### config.mk
export PLATFORM = sky130hd
export DESIGN_NAME = oais_irq_status
export DESIGN_NICKNAME = d
export VERILOG_FILES = /design/src/logic/oais_pkg.sv /design/src/logic/oais_irq_status.sv
export SDC_FILE = /design/constraint.sdc
export NUM_CORES = 1
export LEC_CHECK = 0
export BUFFER_PORTS_ARGS = -buffer_cell sky130_fd_sc_hd__buf_4
export CORE_UTILIZATION = 45
export CTS_CLUSTER_SIZE = 8
export DETAILED_ROUTE_END_ITERATION = 10
export HOLD_SLACK_MARGIN = 0.1
export PLACE_DENSITY = 0.69
export SLEW_MARGIN = 20
export SYNTH_ARGS = -nofsm -noshare
export SYNTH_HDL_FRONTEND = slang
export SYNTH_SLANG_ARGS = --single-unit
### constraint.sdc
create_clock -name sys_clk -period 1.85 [get_ports sys_clk]
set_clock_uncertainty 0.15 [all_clocks]
set_input_delay 0.0925 -clock sys_clk [delete_from_list [all_inputs] [get_ports sys_clk]]
set_output_delay 0.0925 -clock sys_clk [all_outputs]
set_load 0.01 [all_outputs]
### src/logic/oais_pkg.sv
package oais_pkg;
    // ------------------------------------------------------------------
    // Register map
    // ------------------------------------------------------------------
    localparam logic [7:0] OAIS_ADDR_STATUS = 8'h00; // Primary event status, read clears
    localparam logic [7:0] OAIS_ADDR_FIFO_DATA = 8'h08; // FIFO data port (read strobe only)
    localparam logic [7:0] OAIS_ADDR_FENCE_SEL = 8'h70; // Fence slot select
    localparam logic [7:0] OAIS_ADDR_IRQ1_A = 8'h78; // Output one enables, bank a
    localparam logic [7:0] OAIS_ADDR_IRQ1_B = 8'h79;
    localparam logic [7:0] OAIS_ADDR_IRQ1_C = 8'h7a;
    localparam logic [7:0] OAIS_ADDR_IRQ2_A = 8'h7c; // Output two enables, bank a
    localparam logic [7:0] OAIS_ADDR_IRQ2_B = 8'h7d;
    localparam logic [7:0] OAIS_ADDR_IRQ2_C = 8'h7e;
    localparam logic [7:0] OAIS_ADDR_LOW_LIM2 = 8'h6d; // Second lower limit
    localparam logic [7:0] OAIS_ADDR_FENCE_CFG = 8'h71; // Fence filter config

    // ------------------------------------------------------------------
    // Status bit positions
    // ------------------------------------------------------------------
    localparam int OAIS_BIT_AFULL = 7;
    localparam int OAIS_BIT_FRAME = 6;
    localparam int OAIS_BIT_NEWDATA = 5;
    localparam int OAIS_BIT_AMB_OVF = 4;
    localparam int OAIS_BIT_EXPOSURE = 3;
    localparam int OAIS_BIT_LIM2 = 2;
    localparam int OAIS_BIT_LIM1 = 1;
    localparam int OAIS_BIT_SUPPLY = 0;

    // ------------------------------------------------------------------
    // Reset values and range limits
    // ------------------------------------------------------------------
    localparam logic [7:0] OAIS_STATUS_RST = 8'h01; // Dropout flag set at power-on
    localparam logic [7:0] OAIS_REG_RST = 8'h00;
    localparam logic signed [19:0] OAIS_POS_FULL = 20'sh7ffff; // Over-range code
    localparam logic signed [19:0] OAIS_NEG_QUARTER = 20'she0000; // Under-range limit
    localparam int OAIS_SLOTS = 9;

    // Host port access strobe bundle
    typedef struct packed {
        logic rd; // One-cycle read strobe
        logic wr; // One-cycle write strobe
        logic [7:0] addr;
        logic [7:0] wdata;
    } oais_host_s;

    // Per-measurement event bundle from the acquisition core
    typedef struct packed {
        logic valid; // One-cycle result strobe
        logic ambient; // Result is a dark-current measurement
        logic signed [19:0] code;
    } oais_result_s;
endpackage

### src/logic/oais_irq_status.sv
// Behaviour
// - Set almost-full when FIFO count reaches threshold
// - Clear almost-full on status or data read
// - Set frame-complete when all enabled slots done
// - Set new-sample on each FIFO write
// - Clear frame/new-sample on status or data read
// - Ambient overflow sets on range fault, read clears
// - Over-range at full scale, under below quarter
// - Exposure overflow sets on range fault, read clears
// - Forward-biased photodiode also sets exposure overflow
// - Supply dropout unmaskable; read or shutdown clears
`timescale 1ns/1ns
`default_nettype none
module oais_irq_status
    import oais_pkg::*;
#(
    parameter int FIFO_CNT_W = 8,
    parameter int SLOTS = OAIS_SLOTS
) (
    input wire logic sys_clk,
    input wire logic rst_b,
    input wire oais_host_s host,
    output logic [7:0] rdata_r,
    input wire logic [FIFO_CNT_W-1:0] fifo_count,
    input wire logic [7:0] fifo_afull_level,
    input wire logic fifo_push,
    input wire logic [SLOTS-1:0] slot_enable,
    input wire logic [SLOTS-1:0] slot_done,
    input wire oais_result_s result,
    input wire logic pd_forward_bias,
    input wire logic limit1_crossed,
    input wire logic limit2_crossed,
    input wire logic data_read_clears_flags,
    input wire logic shutdown_control,
    output logic irq_out_one_r,
    output logic irq_out_two_r
);
    // ------------------------------------------------------------------
    // Register storage
    // ------------------------------------------------------------------
    logic [7:0] status_r; // Sticky event flags
    logic [7:0] status_nxt;
    logic [7:0] en1_a_r, en1_b_r, en1_c_r; // Output one enables
    logic [7:0] en2_a_r, en2_b_r, en2_c_r; // Output two enables
    logic [7:0] fence_sel_r, low_lim2_r, fence_cfg_r; // Storage only
    logic [SLOTS-1:0] done_seen_r; // Slots finished in this frame
    logic [SLOTS-1:0] done_seen_nxt;
    logic afull_prev_r; // Previous threshold compare for edge
    logic [7:0] rdata_nxt;

    // ------------------------------------------------------------------
    // Decode and events
    // ------------------------------------------------------------------
    wire status_rd = host.rd && (host.addr == OAIS_ADDR_STATUS);
    wire data_rd = host.rd && (host.addr == OAIS_ADDR_FIFO_DATA);
    wire data_clr = data_rd && data_read_clears_flags;
    // Edge of the threshold compare, so one fill event sets once
    // Both sides widened so any count width compares without a zero replication
    wire afull_now = (32'(fifo_count) >= 32'(fifo_afull_level));
    wire afull_set = afull_now && !afull_prev_r;
    wire [SLOTS-1:0] done_all = done_seen_r | slot_done;
    // Empty sequence never completes a frame
    wire frame_set = (|slot_enable) && ((done_all & slot_enable) == slot_enable);
    wire code_over = (result.code == OAIS_POS_FULL);
    wire code_under = (result.code < OAIS_NEG_QUARTER);
    wire range_bad = result.valid && (code_over || code_under);
    wire amb_set = range_bad && result.ambient;
    wire exp_set = (range_bad && !result.ambient) || pd_forward_bias;
    wire [7:0] set_vec = {afull_set, frame_set, fifo_push, amb_set, exp_set,
        limit2_crossed, limit1_crossed, 1'b0};
    // Bits cleared by the optional data read path
    wire [7:0] data_mask = 8'he0;
    wire [7:0] clr_vec = (status_rd ? 8'hff : 8'h00) | (data_clr ? data_mask : 8'h00) |
        (shutdown_control ? 8'h01 : 8'h00);
    // Dropout bypasses both enable banks
    wire irq1_nxt = |(status_nxt & en1_a_r & 8'hfe) ||
        status_nxt[OAIS_BIT_SUPPLY];
    wire irq2_nxt = |(status_nxt & en2_a_r & 8'hfe) ||
        status_nxt[OAIS_BIT_SUPPLY];

    // Set wins over a clear in the same cycle
    assign status_nxt = (status_r & ~clr_vec) | set_vec;
    assign done_seen_nxt = frame_set ? '0 : done_all;

    // Read mux; unmapped addresses return zero
    always_comb begin
        unique case (host.addr)
            OAIS_ADDR_STATUS: rdata_nxt = status_r;
            OAIS_ADDR_FENCE_SEL: rdata_nxt = fence_sel_r;
            OAIS_ADDR_FENCE_CFG: rdata_nxt = fence_cfg_r;
            OAIS_ADDR_LOW_LIM2: rdata_nxt = low_lim2_r;
            OAIS_ADDR_IRQ1_A: rdata_nxt = en1_a_r;
            OAIS_ADDR_IRQ1_B: rdata_nxt = en1_b_r;
            OAIS_ADDR_IRQ1_C: rdata_nxt = en1_c_r;
            OAIS_ADDR_IRQ2_A: rdata_nxt = en2_a_r;
            OAIS_ADDR_IRQ2_B: rdata_nxt = en2_b_r;
            OAIS_ADDR_IRQ2_C: rdata_nxt = en2_c_r;
            default: rdata_nxt = 8'h00;
        endcase
    end

    // ------------------------------------------------------------------
    // Status and outputs
    // ------------------------------------------------------------------
    always_ff @(posedge sys_clk or negedge rst_b) begin
        if (!rst_b) begin
            status_r <= OAIS_STATUS_RST;
            done_seen_r <= '0;
            afull_prev_r <= 1'b0;
            rdata_r <= OAIS_REG_RST;
            irq_out_one_r <= OAIS_STATUS_RST[OAIS_BIT_SUPPLY];
            irq_out_two_r <= OAIS_STATUS_RST[OAIS_BIT_SUPPLY];
        end else begin
            status_r <= status_nxt;
            done_seen_r <= done_seen_nxt;
            afull_prev_r <= afull_now;
            rdata_r <= host.rd ? rdata_nxt : rdata_r;
            irq_out_one_r <= irq1_nxt;
            irq_out_two_r <= irq2_nxt;
        end
    end

    // Writable registers; status is read-only
    always_ff @(posedge sys_clk or negedge rst_b) begin
        if (!rst_b) begin
            {en1_a_r, en1_b_r, en1_c_r} <= {3{OAIS_REG_RST}};
            {en2_a_r, en2_b_r, en2_c_r} <= {3{OAIS_REG_RST}};
            {fence_sel_r, low_lim2_r, fence_cfg_r} <= {3{OAIS_REG_RST}};
        end else if (host.wr) begin
            if (host.addr == OAIS_ADDR_IRQ1_A) en1_a_r <= host.wdata;
            if (host.addr == OAIS_ADDR_IRQ1_B) en1_b_r <= host.wdata;
            if (host.addr == OAIS_ADDR_IRQ1_C) en1_c_r <= host.wdata;
            if (host.addr == OAIS_ADDR_IRQ2_A) en2_a_r <= host.wdata;
            if (host.addr == OAIS_ADDR_IRQ2_B) en2_b_r <= host.wdata;
            if (host.addr == OAIS_ADDR_IRQ2_C) en2_c_r <= host.wdata;
            if (host.addr == OAIS_ADDR_FENCE_SEL) fence_sel_r <= host.wdata;
            if (host.addr == OAIS_ADDR_LOW_LIM2) low_lim2_r <= host.wdata;
            if (host.addr == OAIS_ADDR_FENCE_CFG) fence_cfg_r <= host.wdata;
        end
    end

    // ------------------------------------------------------------------
    // Checks
    // ------------------------------------------------------------------
    // Status read empties the register when nothing new arrives
    property p_status_clear;
        @(posedge sys_clk) disable iff (!rst_b)
        status_rd && !(|set_vec) |=> status_r == 8'h00;
    endproperty
    a_status_clear: assert property (p_status_clear) else $error("status not cleared");

    // Enabled data-port read drops the three FIFO flags
    property p_data_clear;
        @(posedge sys_clk) disable iff (!rst_b)
        data_clr && !afull_set && !frame_set && !fifo_push |=> status_r[7:5] == 3'b000;
    endproperty
    a_data_clear: assert property (p_data_clear) else $error("data read left flags");

    // Without the clear setting a data read must lose no FIFO flag
    property p_data_keep;
        @(posedge sys_clk) disable iff (!rst_b)
        data_rd && !data_read_clears_flags |=> ($past(status_r[7:5]) & ~status_r[7:5]) == 3'b000;
    endproperty
    a_data_keep: assert property (p_data_keep) else $error("flag lost on data read");

    // Every FIFO write raises new-sample
    property p_push_sets;
        @(posedge sys_clk) disable iff (!rst_b)
        fifo_push |=> status_r[OAIS_BIT_NEWDATA];
    endproperty
    a_push_sets: assert property (p_push_sets) else $error("new-sample not set");

    // Positive full scale on a dark result is an overflow
    property p_over;
        @(posedge sys_clk) disable iff (!rst_b)
        result.valid && result.ambient && result.code == 20'sh7ffff |=> status_r[4];
    endproperty
    a_over: assert property (p_over) else $error("ambient over-range missed");

    // Exactly the quarter-scale code is still in range for both kinds
    property p_under;
        @(posedge sys_clk) disable iff (!rst_b)
        (status_r[4:3] == 2'b00) && result.valid && result.code == OAIS_NEG_QUARTER
        && !pd_forward_bias |=> status_r[4:3] == 2'b00;
    endproperty
    a_under: assert property (p_under) else $error("quarter scale flagged");

    // Forward bias needs no result strobe to set the flag
    property p_fwd;
        @(posedge sys_clk) disable iff (!rst_b)
        pd_forward_bias |=> status_r[OAIS_BIT_EXPOSURE];
    endproperty
    a_fwd: assert property (p_fwd) else $error("forward bias missed");

    // Dropout reaches both outputs whatever the banks hold
    property p_dropout;
        @(posedge sys_clk) disable iff (!rst_b)
        status_r[0] |-> irq_out_one_r && irq_out_two_r;
    endproperty
    a_dropout: assert property (p_dropout) else $error("dropout not on outputs");

    // Output one changes on the same edge as the flags it gates
    property p_irq_follow;
        @(posedge sys_clk) disable iff (!rst_b)
        ##1 irq_out_one_r == (|($past(status_nxt) & $past(en1_a_r) & 8'hfe)
        || $past(status_nxt[0]));
    endproperty
    a_irq_follow: assert property (p_irq_follow) else $error("output one wrong");

    // Output two tracks its own bank the same way
    property p_irq2_follow;
        @(posedge sys_clk) disable iff (!rst_b)
        ##1 irq_out_two_r == (|($past(status_nxt) & $past(en2_a_r) & 8'hfe)
        || $past(status_nxt[0]));
    endproperty
    a_irq2_follow: assert property (p_irq2_follow) else $error("output two wrong");

    // Crossing the threshold sets almost-full on the next edge
    property p_afull;
        @(posedge sys_clk) disable iff (!rst_b)
        afull_now && !afull_prev_r |=> status_r[7];
    endproperty
    a_afull: assert property (p_afull) else $error("almost-full not set");
endmodule
`default_nettype wire

## Word-level counts from Yosys, hierarchy flattened

Index checks and enable logic that the tools add are counted.

- Register bits: 100
- Input bits: 82
- Output and inout port bits: 10

- $lt $le $gt $ge: 2
- Equal/unequal tests: 12
- Multiplexer cells: 5
- Bitwise logic cells: 9
- Reductions and logical operators: 27

Operator list:

| cell | count |
|---|---|
| $pmux W8 S10 | 1 |
| $eq A8 B7 Y1 const B | 9 |
| $and A8 B8 Y8 | 3 |
| $eq A20 B20 Y1 const B | 1 |
| $lt A20 B18 Y1 const B | 1 |
| $reduce_and A2 Y1 | 9 |
| $mux W8 | 2 |
| $or A8 B8 Y8 | 2 |
| $reduce_or A7 Y1 | 2 |
| $and A9 B9 Y9 | 1 |
| $eq A9 B9 Y1 | 1 |
| $mux W9 | 1 |
| $or A9 B9 Y9 | 1 |
| $reduce_or A9 Y1 | 1 |
| $eq A8 B4 Y1 const B | 1 |
| $ge A8 B8 Y1 | 1 |
| $logic_and A1 B1 Y1 | 8 |
| $logic_not A8 Y1 | 1 |
| $not A8 Y8 | 1 |
| $or A8 B1 Y8 | 1 |
| $logic_or A1 B1 Y1 | 4 |
| $logic_not A1 Y1 | 2 |
| $mux W1 | 1 |

## Logic depth before layout (Yosys ltp)

- Word-level depth: 12
- Depth in mapped cells: 7
- Depth with buffers taken out: 7

## Least setup slack after synthesis

Ideal clock, no wire load.

- Path kind: input to register
- Start: input port host[12] in the netlist's numbering
- End: register irq_out_two_r
- Setup time: 0.086 ns
- Arrival time: 1.522 ns
- Required time: 1.614 ns
- Path slack: 0.092 ns
- Cell stages on the path: 6
- Buffers on the path: 1
- Cell sequence: buf_6 nor4_4 nand3_2 a2111oi_1 nand4_1 a2111o_1

- Longest elaborated chain between the ends: 12

RTL lines:

| item | RTL line | source |
|---|---|---|
| from (decl) | oais_irq_status.sv:22 | `input wire oais_host_s host,` |
| $eq A8 B4 Y1 | oais_irq_status.sv:55 | `wire data_rd = host.rd && (host.addr == OAIS_ADDR_FIFO_DATA);` |
| $logic_and A1 B1 Y1 | oais_irq_status.sv:55 |  |
| $logic_and A1 B1 Y1 | oais_irq_status.sv:56 | `wire data_clr = data_rd && data_read_clears_flags;` |
| $mux W8 | oais_irq_status.sv:73 | `wire [7:0] clr_vec = (status_rd ? 8'hff : 8'h00) \| (data_clr ? data_mask : 8'h00) \|` |
| $or A8 B8 Y8 * | oais_irq_status.sv:73 |  |
| $or A8 B1 Y8 * | oais_irq_status.sv:73 |  |
| $not A8 Y8 * | oais_irq_status.sv:82 | `assign status_nxt = (status_r & ~clr_vec) \| set_vec;` |
| $and A8 B8 Y8 * | oais_irq_status.sv:82 |  |
| $or A8 B8 Y8 * | oais_irq_status.sv:82 |  |
| $and A8 B8 Y8 | oais_irq_status.sv:78 | `wire irq2_nxt = \|(status_nxt & en2_a_r & 8'hfe) \|\|` |
| $reduce_or A7 Y1 | oais_irq_status.sv:78 |  |
| $logic_or A1 B1 Y1 * | oais_irq_status.sv:78 |  |
| net irq2_nxt | oais_irq_status.sv:78 |  |
| to (signal assigned) | oais_irq_status.sv:112 | `irq_out_two_r <= OAIS_STATUS_RST[OAIS_BIT_SUPPLY];` |
| to (signal assigned) | oais_irq_status.sv:119 | `irq_out_two_r <= irq2_nxt;` |
| to (decl) | oais_irq_status.sv:36 | `output logic irq_out_two_r` |

Mark *: on every way through the listed nets, which the timed path passes. The rest lies on a longest branch.
A chain may end at the register's enable or synchronous reset.

## Worst setup path after layout

- Start: register status_r[4]
- End: register irq_out_one_r

- Longest elaborated chain between the ends: 5

RTL lines:

| item | RTL line | source |
|---|---|---|
| from (decl) | oais_irq_status.sv:41 | `logic [7:0] status_r;` |
| from (signal assigned) | oais_irq_status.sv:114 | `status_r <= status_nxt;` |
| $and A8 B8 Y8 | oais_irq_status.sv:82 |  |
| $or A8 B8 Y8 | oais_irq_status.sv:82 |  |
| $and A8 B8 Y8 | oais_irq_status.sv:76 | `wire irq1_nxt = \|(status_nxt & en1_a_r & 8'hfe) \|\|` |
| $reduce_or A7 Y1 | oais_irq_status.sv:76 |  |
| $logic_or A1 B1 Y1 | oais_irq_status.sv:76 |  |
| net irq1_nxt | oais_irq_status.sv:76 |  |
| to (signal assigned) | oais_irq_status.sv:111 | `irq_out_one_r <= OAIS_STATUS_RST[OAIS_BIT_SUPPLY];` |
| to (signal assigned) | oais_irq_status.sv:118 | `irq_out_one_r <= irq1_nxt;` |
| to (decl) | oais_irq_status.sv:35 | `output logic irq_out_one_r,` |

The timed path passes the listed nets, and every way through them passes these cells.

==> summary.txt <==
Outcome
  – Status: completed

Synthesis
  – Fraction of the mapped netlist area in simple logic gates: 0.1411
  – Post-Syn Instances: 430
  – Largest family of logic cells by synthesized area: multiplexers
  – Main area contributors after synthesis: dfrtp_1, mux2_2, mux2i_1, ha_1, a22oi_1
  – Post-synth ARST share: 1.000
  – Syn_area_per_cell: 11.92 sq um
  – XOR/XNOR share of the synthesized area: 0
  – Netlist cell types: 56
  – EDFF count, synth: 0
  – Share of the synthesized area in the top cell type: 0.4737
  – Post-synth top flop: dfrtp_1
  – Synth Area in Adders: 0.01954
  – Synth Area in Compound Gates: 0.1194
  – Ys Warns: 0
  – Number of synthesized register bits: 100
  – Net Count, Synth: 520
  – Synthesized area: 5124 sq um
  – Post-synthesis sequential area ratio: 0.4891
  – Multiplexer share of the synthesized area: 0.2046
  – Synth area leader: dfrtp_1

STA
  – Slew Limit Fails: 0
  – Slew HR: 0.5455
  – Fmax: 557.3 MHz
  – Fin crit period: 1794 ps
  – Final Hold Fails: 0
  – Worst Tran Pin Value: 675.5 ps
  – Tcrit/Tclk final: 0.9700
  – Fin worst setup slack: 55.52 ps
  – Finish-stage setup viols: 0

Route
  – DR vias: 4353
  – DR DRC count: 0
  – Routed length per instance: 19.78 microns
  – 1st-pass router iterations: 5
  – DRT iter0 DRCs: 334
  – Total Wirelength: 14870 microns
  – Via density: 5.789
  – Post-route ant nets: 0

Layout
  – Diode count: 0
  – Reg with most FFs: done_seen_r
  – Post-route insts no fill: 752
  – Area grow syn2layout: 37.63%
  – Final instance area: 7052 sq um
  – Nets: 697
  – Layout cells sized above 1: 0.4216
  – Final core area utilization: 0.6421
  – Flip-flop count of the largest register after layout: 9

Pwr
  – Total Power: 5.332 mW
  – Maximum VDD drop: 0.4320 mV
  – Leakage: 3.361 nW
  – Pwr/cell area: 756.2 nW/um^2

Place
  – GP Congestion: 0.9573
  – PortBufs: 91
  – Post-DP HPWL: 11060 microns
  – Placed Cells: 705
  – Placement Cell Area: 6389 sq um
  – Place WS: -142.6 ps

Critical path
  – Slowest cell delay on critical path: 430 ps
  – Setup Crit Path Kind: flip-flop to flip-flop
  – CP Cell Sequence: a22oi_2, nand2_1, a2111oi_4, nand4_1, a2111o_1
  – Critical-path top delay cell: dfrtp_1
  – Crit path DAT: 1930 ps
  – CP max FO: 4
  – Startpoint Class: flip-flop
  – Worst Path Required: 1980 ps
  – Crit path buffers/inverters: 0
  – Critical Path End Type: flip-flop
  – Crit-path leading delay family: compound AO/OA/AOI/OAI gates

Global route
  – Antenna violations before repair: 0
  – Total track usage: 0.2641
  – Largest net degree at the start of global routing: 40
  – First-pass GRT wire length: 22910 microns
  – Vias in the first global route: 4558
  – Grt ovf: 0

Floorplan
  – Die X: 108.7 microns
  – FP Rows: 38
  – CORE AREA: 10980 sq um
  – Die height: 108.7 microns
  – Initial Util: 0.4665
  – I/O Pins: 92
  – Die Area: 11820 sq um

Clock tree
  – CTS sink count: 100
  – Clock root cell: clkbuf_16
  – TritonCTS Buffers: 9
  – Clk_lat worst skew: 360 ps
  – CTS tree: built
  – H-tree depth: 3
  – Max clock buf depth: 2
  – Reg clk slew, reported paths: 70 ps

Worst hold path
  – Worst hold path class: primary input to async pin

Flow run
  – Number of max-cap violations: 0
==> synth_stat cells, types with 9 or more instances <==
master,number
nor2_1,24
a21oi_1,9
mux2_2,70
a22oi_1,13
mux2i_1,17
nand2_1,17
inv_1,16
dfrtp_1,97
nand4_1,12
==> layout make-up <==
class	instances	area [sq um]
multi-input cells	299	2531
clock buffers	9	225.2
fillers	877	3931
inverters	16	60.06
well taps	140	175.2
repair buffers	181	1469
clock inverters	7	83.83
flip-flops and latches	100	2507
==> path summary, 6_finish.rpt <==
check	start	endpoint	slack [ps]	depth (start not counted)
worst max-delay path	status_r[4]	irq_out_one_r	60	5
worst max register to register	status_r[4]	irq_out_one_r	60	5
max in group asynchronous	rst_b	irq_out_one_r	750	3
worst min-delay path	rst_b	en2_a_r[3]	110	2
worst min register to register	rdata_r[6]	rdata_r[6]	340	1
min in group sys_clk	result[19]	status_r[4]	150	4
==> power breakdown <==
group / internal (mW) / switching [mW] / total (mW)
Sequential: 2.39 / 0.0936 / 2.48
Combinational: 0.449 / 0.424 / 0.873
Clock: 1.07 / 0.906 / 1.98
==> kinds of logic (layout without fill, tap and decap cells) <==
logic type      Yosys count  count (layout)
fa+ha+maj                 8               8
buf+inv                  31             213
simple gates            118             118
compound gates           78              78
flops                   100             100
mux                      95              95
==> through the flow <==
stage | hold slack [ps] | TNS (ps)
2_1_floorplan | -353.1 | 0
3_3_place_gp | -48.23 | -833.6
3_5_place_dp | -36.64 | -708.6
4_1_cts | 118.5 | 0
5_1_grt | 160.2 | -8.053
6_report | 108.6 | 0
==> placed cells by master, fill, tap and decap left out, types with 9 or more instances in the layout <==
cell type      netlist  routed
dlygate4sd3_1        0      29
mux2i_1             17      16
a22oi_1             13      11
mux2_2              70      70
inv_1               16      16
nor2_1              24      24
nand4_1             12      12
a21oi_1              9       9
clkbuf_16            0       9
buf_4                0     149
dfrtp_1             97      96
nand2_1             17      17
==> timing repair <==
action | CTS | global route
pin swaps | 1 | 4
gates resized for setup | 2 | 10
hold buffers | 29 | 0
endpoints found under the hold margin | 189 | 0
setup endpoints to repair | 10 | 11
setup buffers | 0 | 2
==> layer usage <==
| layer | GRT usage | part of all wire | vias up |
|---|---|---|---|
| li1 | - | - | 2011 |
| met1 | 0.3412 | 0.44 | 2143 |
| met2 | 0.4381 | 0.48 | 174 |
| met3 | 0.04184 | 0.060 | 25 |
| met4 | 0.1168 | 0.024 | 0 |
| met5 | 0 | 0 | - |
No activity file was read; power rests on OpenSTA's default activity.
